--- config.mk ---
export PLATFORM = sky130hd
export DESIGN_NAME = split_timer
export DESIGN_NICKNAME = d
export VERILOG_FILES = /design/src/common/split_timer_pkg.sv /design/src/logic/split_timer.sv
export SDC_FILE = /design/constraint.sdc
export NUM_CORES = 1
export LEC_CHECK = 0
export BUFFER_PORTS_ARGS = -buffer_cell sky130_fd_sc_hd__buf_2
export CORE_MARGIN = 2
export CORE_UTILIZATION = 30
export DETAILED_ROUTE_END_ITERATION = 10
export HOLD_SLACK_MARGIN = 0.1
export SETUP_SLACK_MARGIN = 0.3
export SYNTH_ARGS = -nofsm -noshare
export SYNTH_HDL_FRONTEND = slang
export SYNTH_SLANG_ARGS = --single-unit
--- constraint.sdc ---
create_clock -name clk -period 2.6 [get_ports clk]
set_input_delay 0.52 -clock clk [delete_from_list [all_inputs] [get_ports clk]]
set_output_delay 0.52 -clock clk [all_outputs]
set_load 0.02 [all_outputs]
--- src/common/split_timer_pkg.sv ---
package split_timer_pkg;

  // register map, byte addresses on the slave port
  localparam int unsigned ADDR_W       = 6;
  localparam int unsigned DATA_W       = 32;
  localparam logic [5:0]  OFF_CONTROL  = 6'h00;
  localparam logic [5:0]  OFF_CNT_LO   = 6'h04;
  localparam logic [5:0]  OFF_CNT_HI   = 6'h08;
  localparam logic [5:0]  OFF_RLD_LO   = 6'h0c;
  localparam logic [5:0]  OFF_RLD_HI   = 6'h10;
  localparam logic [5:0]  OFF_CLK_SEL  = 6'h14;
  localparam logic [5:0]  OFF_IRQ_EN   = 6'h18;
  localparam logic [5:0]  OFF_STATUS   = 6'h1c;
  localparam logic [5:0]  OFF_MASK     = 6'h20;

  // field positions
  localparam int unsigned CKSEL_LOW_BIT  = 0;
  localparam int unsigned CKSEL_HIGH_BIT = 1;
  localparam int unsigned IEN_TIMER_BIT  = 0;
  localparam int unsigned ST_HIGH_BIT    = 0;
  localparam int unsigned ST_LOW_BIT     = 1;
  localparam int unsigned ST_CAP_BIT     = 2;

  // reset values
  localparam logic [7:0]  CONTROL_RESET = 8'h00;
  localparam logic [7:0]  BYTE_RESET    = 8'h00;
  localparam logic [1:0]  CLK_SEL_RESET = 2'h0;
  localparam logic        IRQ_EN_RESET  = 1'b0;
  localparam logic [2:0]  STATUS_RESET  = 3'h0;
  localparam logic [2:0]  MASK_RESET    = 3'h7;

  // count limits
  localparam logic [7:0]  BYTE_TOP      = 8'hff;
  localparam logic [7:0]  BYTE_ONE      = 8'h01;
  localparam logic [3:0]  DIV12_LAST    = 4'hb;
  localparam logic [2:0]  DIV8_LAST     = 3'h7;

  // timer control register layout, msb first
  typedef struct packed {
    logic high_overflow_flag;
    logic low_overflow_flag;
    logic low_byte_irq_enable;
    logic capture_enable;
    logic split_mode;
    logic run_control;
    logic capture_source_select;
    logic external_clock_select;
  } timer_control_s;

  // synchronised external inputs
  typedef struct packed {
    logic slow_osc;
    logic sof;
    logic ext;
  } async_in_s;

  typedef enum logic [1:0] {
    BUS_IDLE = 2'b01,
    BUS_ACK  = 2'b10
  } bus_state_e;

endpackage

--- src/logic/split_timer.sv ---
`timescale 1ns/10ps

// Notes on behaviour
// - count is two byte registers, low and high, forming one 16-bit value.
// - tick sources are system clock, clock/12 and synchronised external/8.
// - 16-bit mode rolls 0xFFFF to reload value and sets high overflow flag.
// - 16-bit mode requests interrupt on every overflow when timer irq enabled.
// - 16-bit mode with low irq enable also interrupts on low byte wrap.
// - split mode runs two 8-bit auto-reload timers from their own reloads.
// - split mode run bit gates high byte only; low byte always counts.
// - per-half clock select picks system clock, else /12 or external /8.
// - split mode sets high and low flags on each byte wrap.
// - split mode interrupts on high wrap, and low wrap when enabled.
// - overflow flags never clear by hardware; software writes zero.
// - mode comes from split and capture enable bits.
// - capture enable selects capture mode; source bit picks event.
// - source 0 is start-of-frame, 1 is slow oscillator falling edge.
// - capture mode without split counts 16 bits wrapping to zero.
// - capture copies count bytes into reload bytes and requests interrupt.
// - capture mode with split wraps each byte and captures both bytes.
module split_timer
  import split_timer_pkg::*;
(
  // clock and reset
  input  wire logic                clk,
  input  wire logic                rst,
  // avalon-mm slave
  input  wire logic [ADDR_W-1:0]   avs_address,
  input  wire logic                avs_read,
  input  wire logic                avs_write,
  input  wire logic [DATA_W-1:0]   avs_writedata,
  input  wire logic [3:0]          avs_byteenable,
  output logic      [DATA_W-1:0]   avs_readdata,
  output logic                     avs_waitrequest,
  // event sources
  input  wire logic                ext_clock,
  input  wire logic                usb_sof,
  input  wire logic                low_freq_oscillator,
  // interrupt
  output logic                     irq
);

  function automatic logic tick_pick(input logic sys_sel, input logic ext_sel,
                                     input logic t12, input logic t8);
    if (sys_sel)
      return 1'b1;
    else if (ext_sel)
      return t8;
    else
      return t12;
  endfunction

  function automatic logic [7:0] byte_next(input logic wrap, input logic reload_en,
                                           input logic [7:0] cur, input logic [7:0] rld);
    if (!wrap)
      return cur + BYTE_ONE;
    else if (reload_en)
      return rld;
    else
      return BYTE_RESET;
  endfunction

  timer_control_s   ctrl_q;
  logic [7:0]       count_low_byte_q;
  logic [7:0]       count_high_byte_q;
  logic [7:0]       reload_low_byte_q;
  logic [7:0]       reload_high_byte_q;
  logic [1:0]       clock_select_q;
  logic             timer_irq_enable_q;
  logic [2:0]       status_q;
  logic [2:0]       mask_q;
  bus_state_e       state_q;
  logic             wait_q;
  logic [DATA_W-1:0] rdata_q;
  logic             irq_q;
  async_in_s        sync1_q;
  async_in_s        sync2_q;
  async_in_s        sync3_q;
  logic [3:0]       div12_q;
  logic [2:0]       div8_q;

  logic             tick12;
  logic             tick8;
  logic             ext_rise;
  logic             sof_pulse;
  logic             osc_fall;
  logic             capture_ev;
  logic             low_tick;
  logic             high_tick;
  logic             low_wrap;
  logic             high_wrap;
  logic             step_low;
  logic             step_high;
  logic             reload_en;
  logic [7:0]       count_low_d;
  logic [7:0]       count_high_d;
  logic             wr_ok;
  logic             rd_ok;
  logic [2:0]       events;
  logic [7:0]       wbyte;

  assign avs_readdata    = rdata_q;
  assign avs_waitrequest = wait_q;
  assign irq             = irq_q;

  // input synchronisers
  always_ff @(posedge clk or posedge rst)
  begin
    if (rst)
    begin
      sync1_q <= '0;
      sync2_q <= '0;
      sync3_q <= '0;
    end
    else
    begin
      sync1_q <= '{slow_osc: low_freq_oscillator, sof: usb_sof, ext: ext_clock};
      sync2_q <= sync1_q;
      sync3_q <= sync2_q;
    end
  end

  // edge detectors on the synchronised levels
  assign ext_rise  = sync2_q.ext & ~sync3_q.ext;
  assign sof_pulse = sync2_q.sof & ~sync3_q.sof;
  assign osc_fall  = ~sync2_q.slow_osc & sync3_q.slow_osc;

  // source select: 0 start-of-frame, 1 slow oscillator edge
  assign capture_ev = ctrl_q.capture_enable &
                      (ctrl_q.capture_source_select ? osc_fall : sof_pulse);

  // system clock / 12 enable
  always_ff @(posedge clk or posedge rst)
  begin
    if (rst)
      div12_q <= 4'h0;
    else if (div12_q == DIV12_LAST)
      div12_q <= 4'h0;
    else
      div12_q <= div12_q + 4'h1;
  end

  assign tick12 = (div12_q == DIV12_LAST);

  // external clock / 8, counted on synchronised rising edges
  always_ff @(posedge clk or posedge rst)
  begin
    if (rst)
      div8_q <= 3'h0;
    else if (ext_rise)
      div8_q <= div8_q + 3'h1;
  end

  assign tick8 = ext_rise & (div8_q == DIV8_LAST);

  assign low_tick  = tick_pick(clock_select_q[CKSEL_LOW_BIT], ctrl_q.external_clock_select,
                               tick12, tick8);
  assign high_tick = tick_pick(clock_select_q[CKSEL_HIGH_BIT], ctrl_q.external_clock_select,
                               tick12, tick8);

  // counting and wrap detection
  always_comb
  begin
    reload_en = ~ctrl_q.capture_enable;
    if (ctrl_q.split_mode)
    begin
      step_low  = low_tick;
      step_high = ctrl_q.run_control & high_tick;
      low_wrap  = step_low & (count_low_byte_q == BYTE_TOP);
      high_wrap = step_high & (count_high_byte_q == BYTE_TOP);
      count_low_d  = byte_next(low_wrap, reload_en, count_low_byte_q,
                               reload_low_byte_q);
      count_high_d = byte_next(high_wrap, reload_en, count_high_byte_q,
                               reload_high_byte_q);
    end
    else
    begin
      step_low  = ctrl_q.run_control & low_tick;
      step_high = step_low & (count_low_byte_q == BYTE_TOP);
      low_wrap  = step_high;
      high_wrap = step_high & (count_high_byte_q == BYTE_TOP);
      if (high_wrap)
      begin
        count_low_d  = reload_en ? reload_low_byte_q : BYTE_RESET;
        count_high_d = reload_en ? reload_high_byte_q : BYTE_RESET;
      end
      else
      begin
        count_low_d  = step_low ? count_low_byte_q + BYTE_ONE : count_low_byte_q;
        count_high_d = step_high ? count_high_byte_q + BYTE_ONE : count_high_byte_q;
      end
    end
    if (!step_low)
      count_low_d = count_low_byte_q;
    if (!step_high)
      count_high_d = count_high_byte_q;
  end

  // bus handshake
  assign wr_ok = (state_q == BUS_ACK) & avs_write & avs_byteenable[0];
  assign rd_ok = (state_q == BUS_ACK) & avs_read;
  assign wbyte = avs_writedata[7:0];

  function automatic logic wr_hit(input logic en, input logic [ADDR_W-1:0] addr,
                                  input logic [5:0] off);
    return en & ({addr[ADDR_W-1:2], 2'b00} == off);
  endfunction

  always_ff @(posedge clk or posedge rst)
  begin
    if (rst)
    begin
      state_q <= BUS_IDLE;
      wait_q  <= 1'b1;
    end
    else
    begin
      case (state_q)
        BUS_IDLE:
        begin
          if (avs_read | avs_write)
          begin
            state_q <= BUS_ACK;
            wait_q  <= 1'b0;
          end
        end
        BUS_ACK:
        begin
          state_q <= BUS_IDLE;
          wait_q  <= 1'b1;
        end
        default:
        begin
          state_q <= BUS_IDLE;
          wait_q  <= 1'b1;
        end
      endcase
    end
  end

  // read data captured as the answer is raised
  always_ff @(posedge clk or posedge rst)
  begin
    if (rst)
      rdata_q <= '0;
    else if (state_q == BUS_IDLE && avs_read)
    begin
      rdata_q <= '0;
      case ({avs_address[ADDR_W-1:2], 2'b00})
        OFF_CONTROL: rdata_q[7:0] <= ctrl_q;
        OFF_CNT_LO:  rdata_q[7:0] <= count_low_byte_q;
        OFF_CNT_HI:  rdata_q[7:0] <= count_high_byte_q;
        OFF_RLD_LO:  rdata_q[7:0] <= reload_low_byte_q;
        OFF_RLD_HI:  rdata_q[7:0] <= reload_high_byte_q;
        OFF_CLK_SEL: rdata_q[1:0] <= clock_select_q;
        OFF_IRQ_EN:  rdata_q[0]   <= timer_irq_enable_q;
        OFF_STATUS:  rdata_q[2:0] <= status_q;
        OFF_MASK:    rdata_q[2:0] <= mask_q;
        default:     rdata_q      <= '0;
      endcase
    end
  end

  // control register; hardware set wins over software clear
  always_ff @(posedge clk or posedge rst)
  begin
    if (rst)
      ctrl_q <= CONTROL_RESET;
    else
    begin
      if (wr_hit(wr_ok, avs_address, OFF_CONTROL))
        ctrl_q <= wbyte;
      if (high_wrap)
        ctrl_q.high_overflow_flag <= 1'b1;
      if (low_wrap)
        ctrl_q.low_overflow_flag <= 1'b1;
    end
  end

  // count bytes
  always_ff @(posedge clk or posedge rst)
  begin
    if (rst)
    begin
      count_low_byte_q  <= BYTE_RESET;
      count_high_byte_q <= BYTE_RESET;
    end
    else
    begin
      count_low_byte_q  <= count_low_d;
      count_high_byte_q <= count_high_d;
      if (wr_hit(wr_ok, avs_address, OFF_CNT_LO))
        count_low_byte_q <= wbyte;
      if (wr_hit(wr_ok, avs_address, OFF_CNT_HI))
        count_high_byte_q <= wbyte;
    end
  end

  // reload bytes, overwritten by a capture
  always_ff @(posedge clk or posedge rst)
  begin
    if (rst)
    begin
      reload_low_byte_q  <= BYTE_RESET;
      reload_high_byte_q <= BYTE_RESET;
    end
    else if (capture_ev)
    begin
      reload_low_byte_q  <= count_low_byte_q;
      reload_high_byte_q <= count_high_byte_q;
    end
    else
    begin
      if (wr_hit(wr_ok, avs_address, OFF_RLD_LO))
        reload_low_byte_q <= wbyte;
      if (wr_hit(wr_ok, avs_address, OFF_RLD_HI))
        reload_high_byte_q <= wbyte;
    end
  end

  // clock select and interrupt enable
  always_ff @(posedge clk or posedge rst)
  begin
    if (rst)
    begin
      clock_select_q     <= CLK_SEL_RESET;
      timer_irq_enable_q <= IRQ_EN_RESET;
      mask_q             <= MASK_RESET;
    end
    else
    begin
      if (wr_hit(wr_ok, avs_address, OFF_CLK_SEL))
        clock_select_q <= wbyte[1:0];
      if (wr_hit(wr_ok, avs_address, OFF_IRQ_EN))
        timer_irq_enable_q <= wbyte[IEN_TIMER_BIT];
      if (wr_hit(wr_ok, avs_address, OFF_MASK))
        mask_q <= wbyte[2:0];
    end
  end

  // interrupt events
  always_comb
  begin
    events = '0;
    events[ST_HIGH_BIT] = timer_irq_enable_q & high_wrap;
    events[ST_LOW_BIT]  = timer_irq_enable_q & ctrl_q.low_byte_irq_enable & low_wrap;
    events[ST_CAP_BIT]  = timer_irq_enable_q & capture_ev;
  end

  // sticky status; a read clears only the bits it returned
  always_ff @(posedge clk or posedge rst)
  begin
    if (rst)
      status_q <= STATUS_RESET;
    else if (wr_hit(rd_ok, avs_address, OFF_STATUS))
      status_q <= (status_q & ~rdata_q[2:0]) | events;
    else
      status_q <= status_q | events;
  end

  // interrupt level from unmasked sticky status
  always_ff @(posedge clk or posedge rst)
  begin
    if (rst)
      irq_q <= 1'b0;
    else
      irq_q <= |(status_q & mask_q);
  end

endmodule

### Word level (Yosys, flattened, before mapping)

Cells that the tools add are included.

| operators by class | value |
|---|---|
| mux-type cells | 39 |
| $mul | 0 |
| shift operators | 0 |
| reduce and logical (&&, ||, !) cells | 13 |
| eq/ne operators | 15 |
| order comparisons | 0 |
| add/sub/neg operators | 4 |
| bitwise logic cells | 36 |
| divide/modulo/power cells | 0 |

Operators with widths:

| kind | number |
|---|---|
| $mux W8 | 19 |
| $and A1 B1 Y1 | 27 |
| $pmux W5 S5 | 1 |
| $add A8 B1 Y8 const B | 2 |
| $eq A4 B3 Y1 const B | 4 |
| $eq A8 B8 Y1 const B | 2 |
| $mux W1 | 12 |
| $reduce_bool A2 Y1 | 6 |
| $pmux W1 S9 | 1 |
| $eq A4 B2 Y1 const B | 2 |
| $eq A4 B4 Y1 const B | 2 |
| $pmux W1 S8 | 1 |
| $reduce_bool A4 Y1 | 2 |
| $pmux W1 S7 | 1 |
| $and A3 B3 Y3 | 2 |
| $or A3 B3 Y3 | 2 |
| $add A4 B1 Y4 const B | 1 |
| $eq A4 B1 Y1 const B | 1 |
| $logic_not A4 Y1 | 1 |
| $mux W2 | 2 |
| $mux W4 | 1 |
| $reduce_and A2 Y1 | 2 |
| $add A3 B1 Y3 const B | 1 |
| $eq A3 B3 Y1 const B | 1 |
| 9 further kinds | 11 |

| storage, ports and cells | value |
|---|---|
| output and inout bits | 34 |
| input bits | 49 |
| ROM bits | 0 |
| memories kept | 0 |
| bits in latches | 0 |
| register bits after elaboration | 77 |
| bits in writable memories | 0 |

### Longest topological paths before layout

Gate-level depths: netlist of the first run.

| depth | value |
|---|---|
| depth after elaboration | 12 |
| gate-level depth with buffers | 8 |
| depth with buffers taken out | 7 |

### Least setup slack after synthesis of the first run

No wires, ideal clock.

| path | value |
|---|---|
| path type | register to register |
| start | register div8_q[0] |
| end | register status_q[1] |
| slack | 0.678 ns |
| cell stages (with the launch flop) | 9 |
| arrival time | 1.800 ns |
| library setup time | 0.122 ns |
| data required time | 2.478 ns |
| cell sequence | dfrtp_1 > ha_1 > ha_1 > and4b_1 > nor3_4 > or2_2 > buf_2 > nor2_1 > a32o_1 |

| on the way | value |
|---|---|
| cells in the longest elaborated chain, start to end | 10 |
| elaborated cells on any way between the ends | 12 |
| classes of those cells | eq/ne (1); mux (4); bitwise (7) |

RTL lines:

| what | line | source |
|---|---|---|
| start, declared | split_timer.sv:80 | `logic [2:0] div8_q;` |
| start signal, assigned | split_timer.sv:151 | `div8_q <= div8_q + 3'h1;` |
| $eq A3 B3 Y1 (*) | split_timer.sv:154 | `assign tick8 = ext_rise & (div8_q == DIV8_LAST);` |
| $and A1 B1 Y1 (*) | split_timer.sv:154 |  |
| $mux W1 (*) | split_timer.sv:47 | `else if (ext_sel)` |
| $mux W1 (*) | split_timer.sv:45 | `if (sys_sel)` |
| $and A1 B1 Y1 | split_timer.sv:178 | `step_low = ctrl_q.run_control & low_tick;` |
| $and A1 B1 Y1 | split_timer.sv:179 | `step_high = step_low & (count_low_byte_q == BYTE_TOP);` |
| $mux W1 (*) | split_timer.sv:165 | `if (ctrl_q.split_mode)` |
| $and A1 B1 Y1 (*) | split_timer.sv:346 | `events[ST_LOW_BIT] = timer_irq_enable_q & ctrl_q.low_byte_irq_enable & low_wrap;` |
| $or A3 B3 Y3, on equally long branches | split_timer.sv:358, split_timer.sv:356 |  |
| $mux W3 (*) | split_timer.sv:355 | `else if (wr_hit(rd_ok, avs_address, OFF_STATUS))` |
| end signal, assigned | split_timer.sv:356 | `status_q <= (status_q & ~rdata_q[2:0]) \| events;` |
| end signal, assigned | split_timer.sv:358 | `status_q <= status_q \| events;` |
| end, declared | split_timer.sv:70 | `logic [2:0] status_q;` |

Mark *: on every way between the ends. The rest lies on a longest branch, timed or not.
A chain may end at the register's enable or synchronous reset.

### Worst setup path after layout of the first run

Same ends and word-level chain as after synthesis.

==> run_results.csv, run 1 <==
group,metric,value,unit
yosys,synth_commonest_cells,"72 x dfrtp_1, 42 x nor2_1, 38 x nand2_1, 24 x buf_4, 23 x mux2i_1",
cells_and_area,area_delta_synth_final,14.0,%
route,drtIter0Drc,296,
cts,cts_root_buffer,"clkbuf_16",
yosys,ys_seq_elements,76,
worst_setup_path,cp_top_family,"simple AND/OR/NAND/NOR gates",
yosys,async_reset_ff_share,100,%
yosys,synth-edff-count,0,
power,peakVddDrop,0.000335,V
worst_setup_path,cp-start-kind,"flip-flop",
worst_hold_path,hold_class,"primary input to asynchronous set/reset pin",
floorplan,rows,43,
grt,grt_max_degree,77,
worst_setup_path,path_cells,"ha_1, ha_1, and4b_1, nor3_4, or2_2, nor2_1, a32o_1",
placement,dp_hpwl,7790,um
route,ant_nets,0,
cts,cts_setup_buffers,0,
yosys,ys_seq_area_share,44.0,%
sta,skew,0.00860,ns
worst_setup_path,crit_path_top_delay_cell,"dfrtp_1",
worst_setup_path,endpoint_kind,"flip-flop",
worst_setup_path,crit_fanout,10,
cts,cts_tree,"done",
job,maxCapViolations,0,
grt,antenna_found_initial,0,
worst_setup_path,max_stage_delay,0.39,ns
grt,grt_pass1_wl,18000,um
route,via_per_inst,5.23,
floorplan,start_util,31.0,%
cells_and_area,antennaDiodeCount,0,
power,switching_share,32.9,%
route,routed_wl,11000,um
sta,max_freq,0.467,GHz
yosys,ys_top_cells_by_area,"dfrtp_1 42%, mux2i_1 5.3%, buf_4 4.2%",
yosys,syn_avg_cell_area,10.2,um^2
cells_and_area,drive_gt1_share,22.4,%
worst_setup_path,cp.arrival,2.37,ns
sta,timing.final.max_slew_violations,0,
placement,io_buffers,29,
yosys,yosysTopAreaCell,"dfrtp_1",
cells_and_area,fillers,1411,
grt,grt_overflow,0,
outcome,run_status,"finished clean",
yosys,synth-warning-count,0,
floorplan,ios,83,
cts,cts.clk_slew.worst_paths,0.06,ns
yosys,synth_flop_cell,"dfrtp_1",
floorplan,die_w,124,um
cells_and_area,layout.nets,508,
cts,clock-sinks,76,
yosys,synthCells,425,
sta,timing.final.crit_share,82.3,%
sta,worstMarginPinSlew,0.590,ns
placement,gp_congestion,0.885,
worst_setup_path,crit_top_cell,"ha_1",
power,intPower,2.85,mW
yosys,post-synth-top-count-cell,"dfrtp_1",
route,drcViolationCount,0,
sta,slew-limit-headroom,60.1,%
worst_setup_path,worst-path-buf-inv,0,
worst_setup_path,path_class,"flip-flop to flip-flop",
route,vias,3345,
power,p_clk_share,32.2,%
power,p_seq_share,43.4,%
cts,insertion_delay,0.34,ns
floorplan,die_area,0.0154,mm^2
route,drt_pass1_iterations,5,
yosys,ys_types,70,
floorplan,core,0.0140,mm^2
worst_setup_path,startpoint,"div8_q[0]",
sta,hold_violations,0,
power,power_density,858,mW/mm^2
worst_setup_path,crit_required,2.83,ns
grt,track_usage,14.4,%
cells_and_area,multi_input_area,0.00222,mm^2
worst_setup_path,r2r_start,"div8_q[0]",
sta,fin_tns_setup,0,ns
cts,htree_levels,3,
yosys,synth_top_area_share,41.5,%
power,combPwrFrac,24.4,%
sta,post-route-min-period,2.14,ns
cells_and_area,register_area,0.00191,mm^2
route,post_drt_wl_per_cell,17.2,um
power,power_leakage,2.07,nW
grt,first_global_vias,3332,
yosys,syn-cell-area,0.00434,mm^2
sta,setup_viol,0,
cts,cts_max_path_buffers,2,
floorplan,die_height,124,um
cts,cts_buffers,9,
sta,hold_ws,0.276,ns
sta,rsz0062_at_grt,"no",
power,switchingPower,1.39,mW
-- stage by stage --
stage | std cells | utilization, % | instance area, um^2 | worst slack, ns | power (mW)
6_report | 639 | 35.3 | 4940 | 0.459 | 4.24
3_3_place_gp | 623 | 32.9 | 4610 | 0.482 | 2.84
2_1_floorplan | 448 | - | 4430 | 0.678 | 2.57
3_5_place_dp | 623 | 32.9 | 4610 | 0.415 | 2.89
4_1_cts | 639 | 35.3 | 4930 | 0.404 | 4.28
5_1_grt | 639 | 35.3 | 4940 | 0.336 | 4.48
-- worst reg2reg max path, cell delays in order, from the launching register on --
cell and delay [ns]:
dfrtp_1 0.39, ha_1 0.21, ha_1 0.17, and4b_1 0.23, nor3_4 0.32, or2_2 0.33
nor2_1 0.11, a32o_1 0.27
-- final timing paths --
path                                           to  depth (start not counted)  slack [ns]
worst max-delay path                  status_q[1]                          7        0.46
worst min-delay path              avs_readdata[2]                          3        0.28
worst max register to register        status_q[1]                          7        0.46
worst min register to register         sync2_q[0]                          0        0.35
max in group asynchronous       clock_select_q[1]                          3        1.97
min in group clk                       sync1_q[0]                          1        0.29
-- cell families (layout without fill, tap and decap cells) --
group	count (synthesis)	in the layout	share of synthesized area, %
AO/OA/AOI/OAI	91	91	15.2
XOR/XNOR	12	12	2.42
adder cells (fa/ha/maj)	5	5	1.44
buffers and inverters	52	63	7.07
flip-flops	76	76	44.0
multiplexers	45	45	12.6
other	1	24	0.0864
AND/OR/NAND/NOR	143	143	17.2
-- timing repair --
| item | CTS | global route |
|---|---|---|
| hold buffers | 0 | 0 |
| gates resized for setup | 0 | 3 |
| endpoints found under the hold margin | 0 | 0 |
| setup endpoints to repair | 0 | 9 |
-- power groups by stage --
stage | Sequential, mW | Combinational (mW) | Clock, mW
2_1_floorplan | 1.79 | 0.784 | 0
3_3_place_gp | 1.83 | 1.01 | 0
3_5_place_dp | 1.85 | 1.04 | 0
4_1_cts | 1.83 | 1.04 | 1.41
5_1_grt | 1.88 | 1.16 | 1.45
6_report | 1.84 | 1.04 | 1.36
-- routing by layer --
layer	global-route usage [%]	routed length (um)
met3	3.39	399
met4	4.89	149
met2	23.5	5360
met5	0	0
met1	18.7	5060
-- registers in the layout (all words and copies together), names as in the netlist, 4 cells and up --
signal,flops
count_high_byte_q,8
reload_low_byte_q,8
ctrl_q,8
avs_readdata,8
div12_q,4
reload_high_byte_q,8
count_low_byte_q,8
-- cells in the final DEF, fill, tap and decap left out, types with 9 or more instances in the layout --
master	n
dfrtp_1	71
nor2_1	42
nand2_1	38
buf_2	29
conb_1	24
mux2i_1	23
a21oi_1	22
mux2_2	15
nand3_1	15
o21ai_0	14
clkbuf_16	9
-- area by class of cell --
class | instances | area share (%)
well taps | 180 | 4.56
clock buffers | 12 | 5.19
clock inverters | 4 | 1.47
multi-input cells | 320 | 44.9
flip-flops and latches | 76 | 38.6
inverters | 9 | 0.759
repair buffers | 38 | 4.56
Power figures use the tool's default switching activity.
==> run 2: changes to the inputs <==
- clock period: 2.6 -> 2.1 ns (I/O delays scaled with it)
==> run 2 against run 1 <==
Total power up 32%. Sequential share of layout area down 3.1 points. Critical path depth up 1. Count of clock-buffer cells in the layout up 1. Worst hold slack worse by 0.096 ns. Largest power group unchanged.
==> run_results.csv, run 2 (synthesis gave the netlist of run 1 again) <==
group,metric,value,unit
outcome,run_status,"finished clean",
worst_setup_path,crit_required,2.32,ns
sta,fin_tns_setup,0,ns
power,p_seq_share,39.1,%
power,combPwrFrac,29.5,%
cells_and_area,fin_util,38.4,%
grt,grt_pass1_wl,18900,um
sta,max_freq,0.493,GHz
cells_and_area,antennaDiodeCount,0,
placement,gp_congestion,0.844,
route,post_drt_wl_per_cell,17.3,um
power,p_clk_share,31.4,%
sta,setup_viol,0,
placement,dp_hpwl,7880,um
sta,hold_violations,0,
grt,track_usage,15.3,%
cts,cts_tree,"done",
cells_and_area,fillers,1353,
cts,cts_root_buffer,"clkbuf_16",
cts,insertion_delay,0.35,ns
power,switching_share,33.6,%
cells_and_area,final_cell_mix,"72 x dfrtp_1, 40 x nor2_1, 36 x nand2_1, 29 x buf_2",
power,switchingPower,1.88,mW
sta,rsz0062_at_grt,"yes",
route,drcViolationCount,0,
grt,grt_overflow,0,
cells_and_area,final_common_cell,"dfrtp_1",
route,drt_pass1_iterations,7,
worst_setup_path,endpoint_kind,"flip-flop",
cts,clock-sinks,76,
route,via_per_inst,5.29,
worst_setup_path,crit_fanout,8,
cells_and_area,layout.nets,532,
worst_setup_path,cp_top_family,"simple AND/OR/NAND/NOR gates",
placement,placed_area,0.00477,mm^2
grt,grt_max_degree,77,
floorplan,rows,43,
cells_and_area,fin_area,0.00537,mm^2
floorplan,start_util,31.0,%
cells_and_area,drive_gt1_share,30.2,%
floorplan,die_height,124,um
sta,worstMarginPinSlew,0.598,ns
cts,cts_buffers,9,
floorplan,ios,83,
route,drtIter0Drc,308,
cells_and_area,area_delta_synth_final,23.9,%
placement,io_buffers,29,
worst_setup_path,max_stage_delay,0.40,ns
power,power_leakage,2.25,nW
cts,cts_hold_buf,0,
power,intPower,3.71,mW
worst_setup_path,cp-start-kind,"flip-flop",
sta,timing.final.max_slew_violations,0,
worst_hold_path,hold_class,"primary input to asynchronous set/reset pin",
power,peakVddDrop,0.000433,V
sta,skew,0.0120,ns
route,ant_nets,0,
cts,cts_max_path_buffers,2,
floorplan,die_area,0.0154,mm^2
worst_setup_path,path_cells,"ha_2, ha_4, and4b_2, o41ai_4, or3_4, buf_12, a221oi_2, o31ai_1",
floorplan,core,0.0140,mm^2
worst_setup_path,path_class,"flip-flop to flip-flop",
sta,post-route-min-period,2.03,ns
power,power_density,1040,mW/mm^2
cts,cts.clk_slew.worst_paths,0.06,ns
worst_setup_path,crit_path_top_delay_cell,"or3_4",
worst_setup_path,worst-path-buf-inv,1,
floorplan,die_w,124,um
grt,antenna_found_initial,0,
grt,first_global_vias,3421,
cts,htree_levels,3,
job,maxCapViolations,0,
sta,timing.final.crit_share,96.5,%
worst_setup_path,cp.arrival,2.25,ns
route,vias,3504,
sta,slew-limit-headroom,59.6,%
route,routed_wl,11500,um
run 2: final timing paths:
| check | from | end | slack, ns | cells past startpoint |
|---|---|---|---|---|
| worst max-delay path | div8_q[0] | count_high_byte_q[1] | 0.07 | 8 |
| worst min-delay path | rst | state_q[1] | 0.18 | 3 |
| worst max register to register | div8_q[0] | count_high_byte_q[1] | 0.07 | 8 |
| worst min register to register | sync1_q[0] | sync2_q[0] | 0.35 | 0 |
| max in group asynchronous | rst | mask_q[1] | 1.57 | 3 |
| min in group clk | low_freq_oscillator | sync1_q[2] | 0.18 | 1 |
run 2: worst register-to-register path: stages (launching register included):
cell	delay, ns
dfrtp_1	0.36
ha_2	0.20
ha_4	0.11
and4b_2	0.33
o41ai_4	0.09
or3_4	0.40
buf_12	0.15
a221oi_2	0.17
o31ai_1	0.10
run 2: per-stage QoR:
stage	cells	hold WS, ns	power (mW)	setup WS, ns
after CTS	660	0.170	5.54	0.0747
final	663	0.179	5.59	0.0736
after global placement	638	0.333	3.67	-0.0312
after floorplan	448	0.331	3.22	0.205
after detailed placement	638	0.336	3.72	-0.0558
after global routing	663	0.171	5.90	-0.0307
run 2: timing repair:
| action | in CTS | in global routing |
|---|---|---|
| gates cloned | 1 | 0 |
| pin swaps | 11 | 12 |
| setup endpoints to repair | 26 | 34 |
| hold endpoints to repair | 0 | 0 |
| setup buffers | 5 | 3 |
| gates resized for setup | 20 | 13 |
run 2: power by group through the flow:
stage	Sequential, mW	Clock, mW	Combinational (mW)
finish	2.18	1.75	1.65
floorplan	2.22	0	0.997
CTS	2.17	1.79	1.58
detailed placement	2.19	0	1.53
global route	2.24	1.85	1.80
global placement	2.17	0	1.50
run 2: area by class of cell:
cell class | count | area (um^2) | area share [%]
Sequential cell | 76 | 1910 | 35.5
Timing Repair Buffer | 61 | 468 | 8.71
Clock inverter | 3 | 67.6 | 1.26
Clock buffer | 13 | 270 | 5.03
Multi-Input combinational cell | 321 | 2400 | 44.6
Inverter | 9 | 37.5 | 0.699
Tap cell | 180 | 225 | 4.19
run 2: layer usage:
| metal | GRT usage, % | routed length [um] | share of wire [%] | vias to the layer above |
|---|---|---|---|---|
| met5 | 0 | 0 | 0 | - |
| met4 | 6.54 | 318 | 2.8 | 0 |
| met3 | 4.12 | 739 | 6.4 | 36 |
| met2 | 23.0 | 5290 | 46 | 145 |
| met1 | 20.8 | 5120 | 45 | 1702 |
| li1 | - | - | - | 1621 |
==> run 3: changes to the inputs <==
- clock period: 2.1 -> 2.2 ns (I/O delays scaled with it)
==> run 3 against run 2 <==
Routed wire length down 1.1%. Combinational power decreased by 9%. Die area unchanged. Global-route usage is 0.15 points higher. Critical path depth is 1 lower. Final cell count fell by 1.2%. Sequential cell count stayed put. Register-to-register slack improved by 0.14 ns. Total power down 10%. Critical endpoint is now status_q[1]. Largest cell class unchanged.
==> run_results.csv, run 3 (synthesis gave the netlist of run 1 again) <==
group,metric,value,unit
floorplan,die_height,124,um
worst_setup_path,cp_top_family,"simple AND/OR/NAND/NOR gates",
grt,grt_overflow,0,
worst_hold_path,hold_class,"primary input to flip-flop",
grt,track_usage,15.5,%
power,peakVddDrop,0.000387,V
cells_and_area,antennaDiodeCount,0,
route,drtIter0Drc,235,
power,power_leakage,2.15,nW
sta,timing.final.max_slew_violations,0,
floorplan,die_w,124,um
worst_setup_path,crit_path_top_delay_cell,"dfrtp_1",
sta,slew-limit-headroom,62.6,%
grt,first_global_vias,3506,
route,vias,3449,
worst_setup_path,path_cells,"ha_2, ha_4, and4b_2, nor3_4, or2_4, nor2_4, a32o_1",
cells_and_area,layout.nets,524,
sta,rsz0062_at_grt,"yes",
cells_and_area,area_delta_synth_final,19.0,%
sta,hold_ws,0.206,ns
cts,cts_root_buffer,"clkbuf_16",
floorplan,ios,83,
sta,setup_viol,0,
cts,cts_tree,"done",
cells_and_area,drive_gt1_share,28.2,%
sta,timing.final.crit_share,90.1,%
cells_and_area,fillers,1385,
sta,skew,0.00600,ns
job,maxCapViolations,0,
route,via_per_inst,5.27,
grt,grt_max_degree,37,
worst_setup_path,cp-start-kind,"flip-flop",
sta,worstMarginPinSlew,0.553,ns
floorplan,core,0.0140,mm^2
route,drt_pass1_iterations,4,
floorplan,start_util,31.0,%
worst_setup_path,cp.arrival,2.21,ns
cells_and_area,final_common_cell,"dfrtp_1",
worst_setup_path,path_class,"flip-flop to flip-flop",
route,drcViolationCount,0,
placement,dp_hpwl,8060,um
power,power_density,973,mW/mm^2
sta,post-route-min-period,1.98,ns
worst_setup_path,endpoint_kind,"flip-flop",
cts,insertion_delay,0.34,ns
worst_setup_path,worst-path-buf-inv,0,
power,p_clk_share,28.0,%
placement,io_buffers,29,
power,intPower,3.30,mW
power,combPwrFrac,29.8,%
cts,cts_max_path_buffers,2,
cts,clock-sinks,76,
power,switchingPower,1.72,mW
cts,cts_buffers,9,
floorplan,rows,43,
grt,antenna_found_initial,0,
floorplan,die_area,0.0154,mm^2
power,switching_share,34.3,%
cts,cts.clk_slew.worst_paths,0.06,ns
grt,grt_pass1_wl,19000,um
cts,htree_levels,3,
power,p_seq_share,42.2,%
route,routed_wl,11300,um
worst_setup_path,crit_required,2.43,ns
worst_setup_path,max_stage_delay,0.39,ns
worst_setup_path,crit_fanout,6,
sta,max_freq,0.504,GHz
placement,gp_congestion,0.860,
sta,hold_violations,0,
outcome,run_status,"finished clean",
route,ant_nets,0,
sta,fin_tns_setup,0,ns
cells_and_area,final_cell_mix,"72 x dfrtp_1, 40 x nor2_1, 37 x nand2_1, 29 x buf_2, 24 x conb_1",
route,post_drt_wl_per_cell,17.3,um
run 3: changes by cell type in the layout (fill, tap and decap cells not counted), sizes merged:
| cell | delta |
|---|---|
| clkbuf | +1 |
| dlygate4sd3 | +1 |
| clkinvlp | -1 |
| or2 | -1 |
| bufinv | -2 |
| buf | -8 |
| clkinv | +2 |
run 3: stage by stage:
stage	instance area, um^2	total power [mW]	util, %	worst slack [ns]	std cells
finish	5160	5.02	36.9	0.217	655
detailed placement	4690	3.53	33.5	0.0273	633
global route	5160	5.34	36.9	0.145	655
floorplan	4440	3.05	-	0.302	448
CTS	5130	5.03	36.7	0.233	655
global placement	4690	3.46	33.5	0.124	633
run 3: routing by layer:
layer | GRT usage [%] | up-vias | routed length, um
met5 | 0 | - | 0
met4 | 6.15 | 0 | 255
met3 | 4.12 | 23 | 751
met2 | 24.3 | 117 | 5390
met1 | 20.3 | 1712 | 4950
li1 | - | 1597 | -
run 3: power groups by stage:
stage                     registers [mW]  logic (mW)  clock network (mW)
after global placement              2.10        1.36                   0
final                               2.12        1.50                1.41
after floorplan                     2.12       0.930                   0
after detailed placement            2.12        1.40                   0
after global routing                2.17        1.67                1.51
after CTS                           2.11        1.49                1.43
run 3: layout make-up:
type,count,area [um^2],area share [%]
multi-input cells,320,2340,45.3
clock buffers,14,274,5.31
clock inverters,2,10.0,0.194
flip-flops and latches,76,1910,36.9
well taps,180,225,4.36
repair buffers,54,368,7.13
inverters,9,37.5,0.727
run 3: worst paths after layout:
check,startpoint,slack (ns),end,cells past startpoint
hold reg to reg,sync1_q[1],0.35,sync2_q[1],0
max in group asynchronous,rst,0.97,div8_q[1],4
hold / removal,usb_sof,0.21,sync1_q[1],1
setup reg to reg,div8_q[1],0.22,status_q[1],7
setup / recovery,div8_q[1],0.22,status_q[1],7
min in group asynchronous,rst,0.57,irq,3
run 3: repair_timing:
item | in CTS | in global routing
pin swaps | 11 | 9
hold buffers | 1 | 0
resized for setup | 19 | 8
setup endpoints to repair | 19 | 29
setup buffers | 5 | 0
hold endpoints to repair | 3 | 0
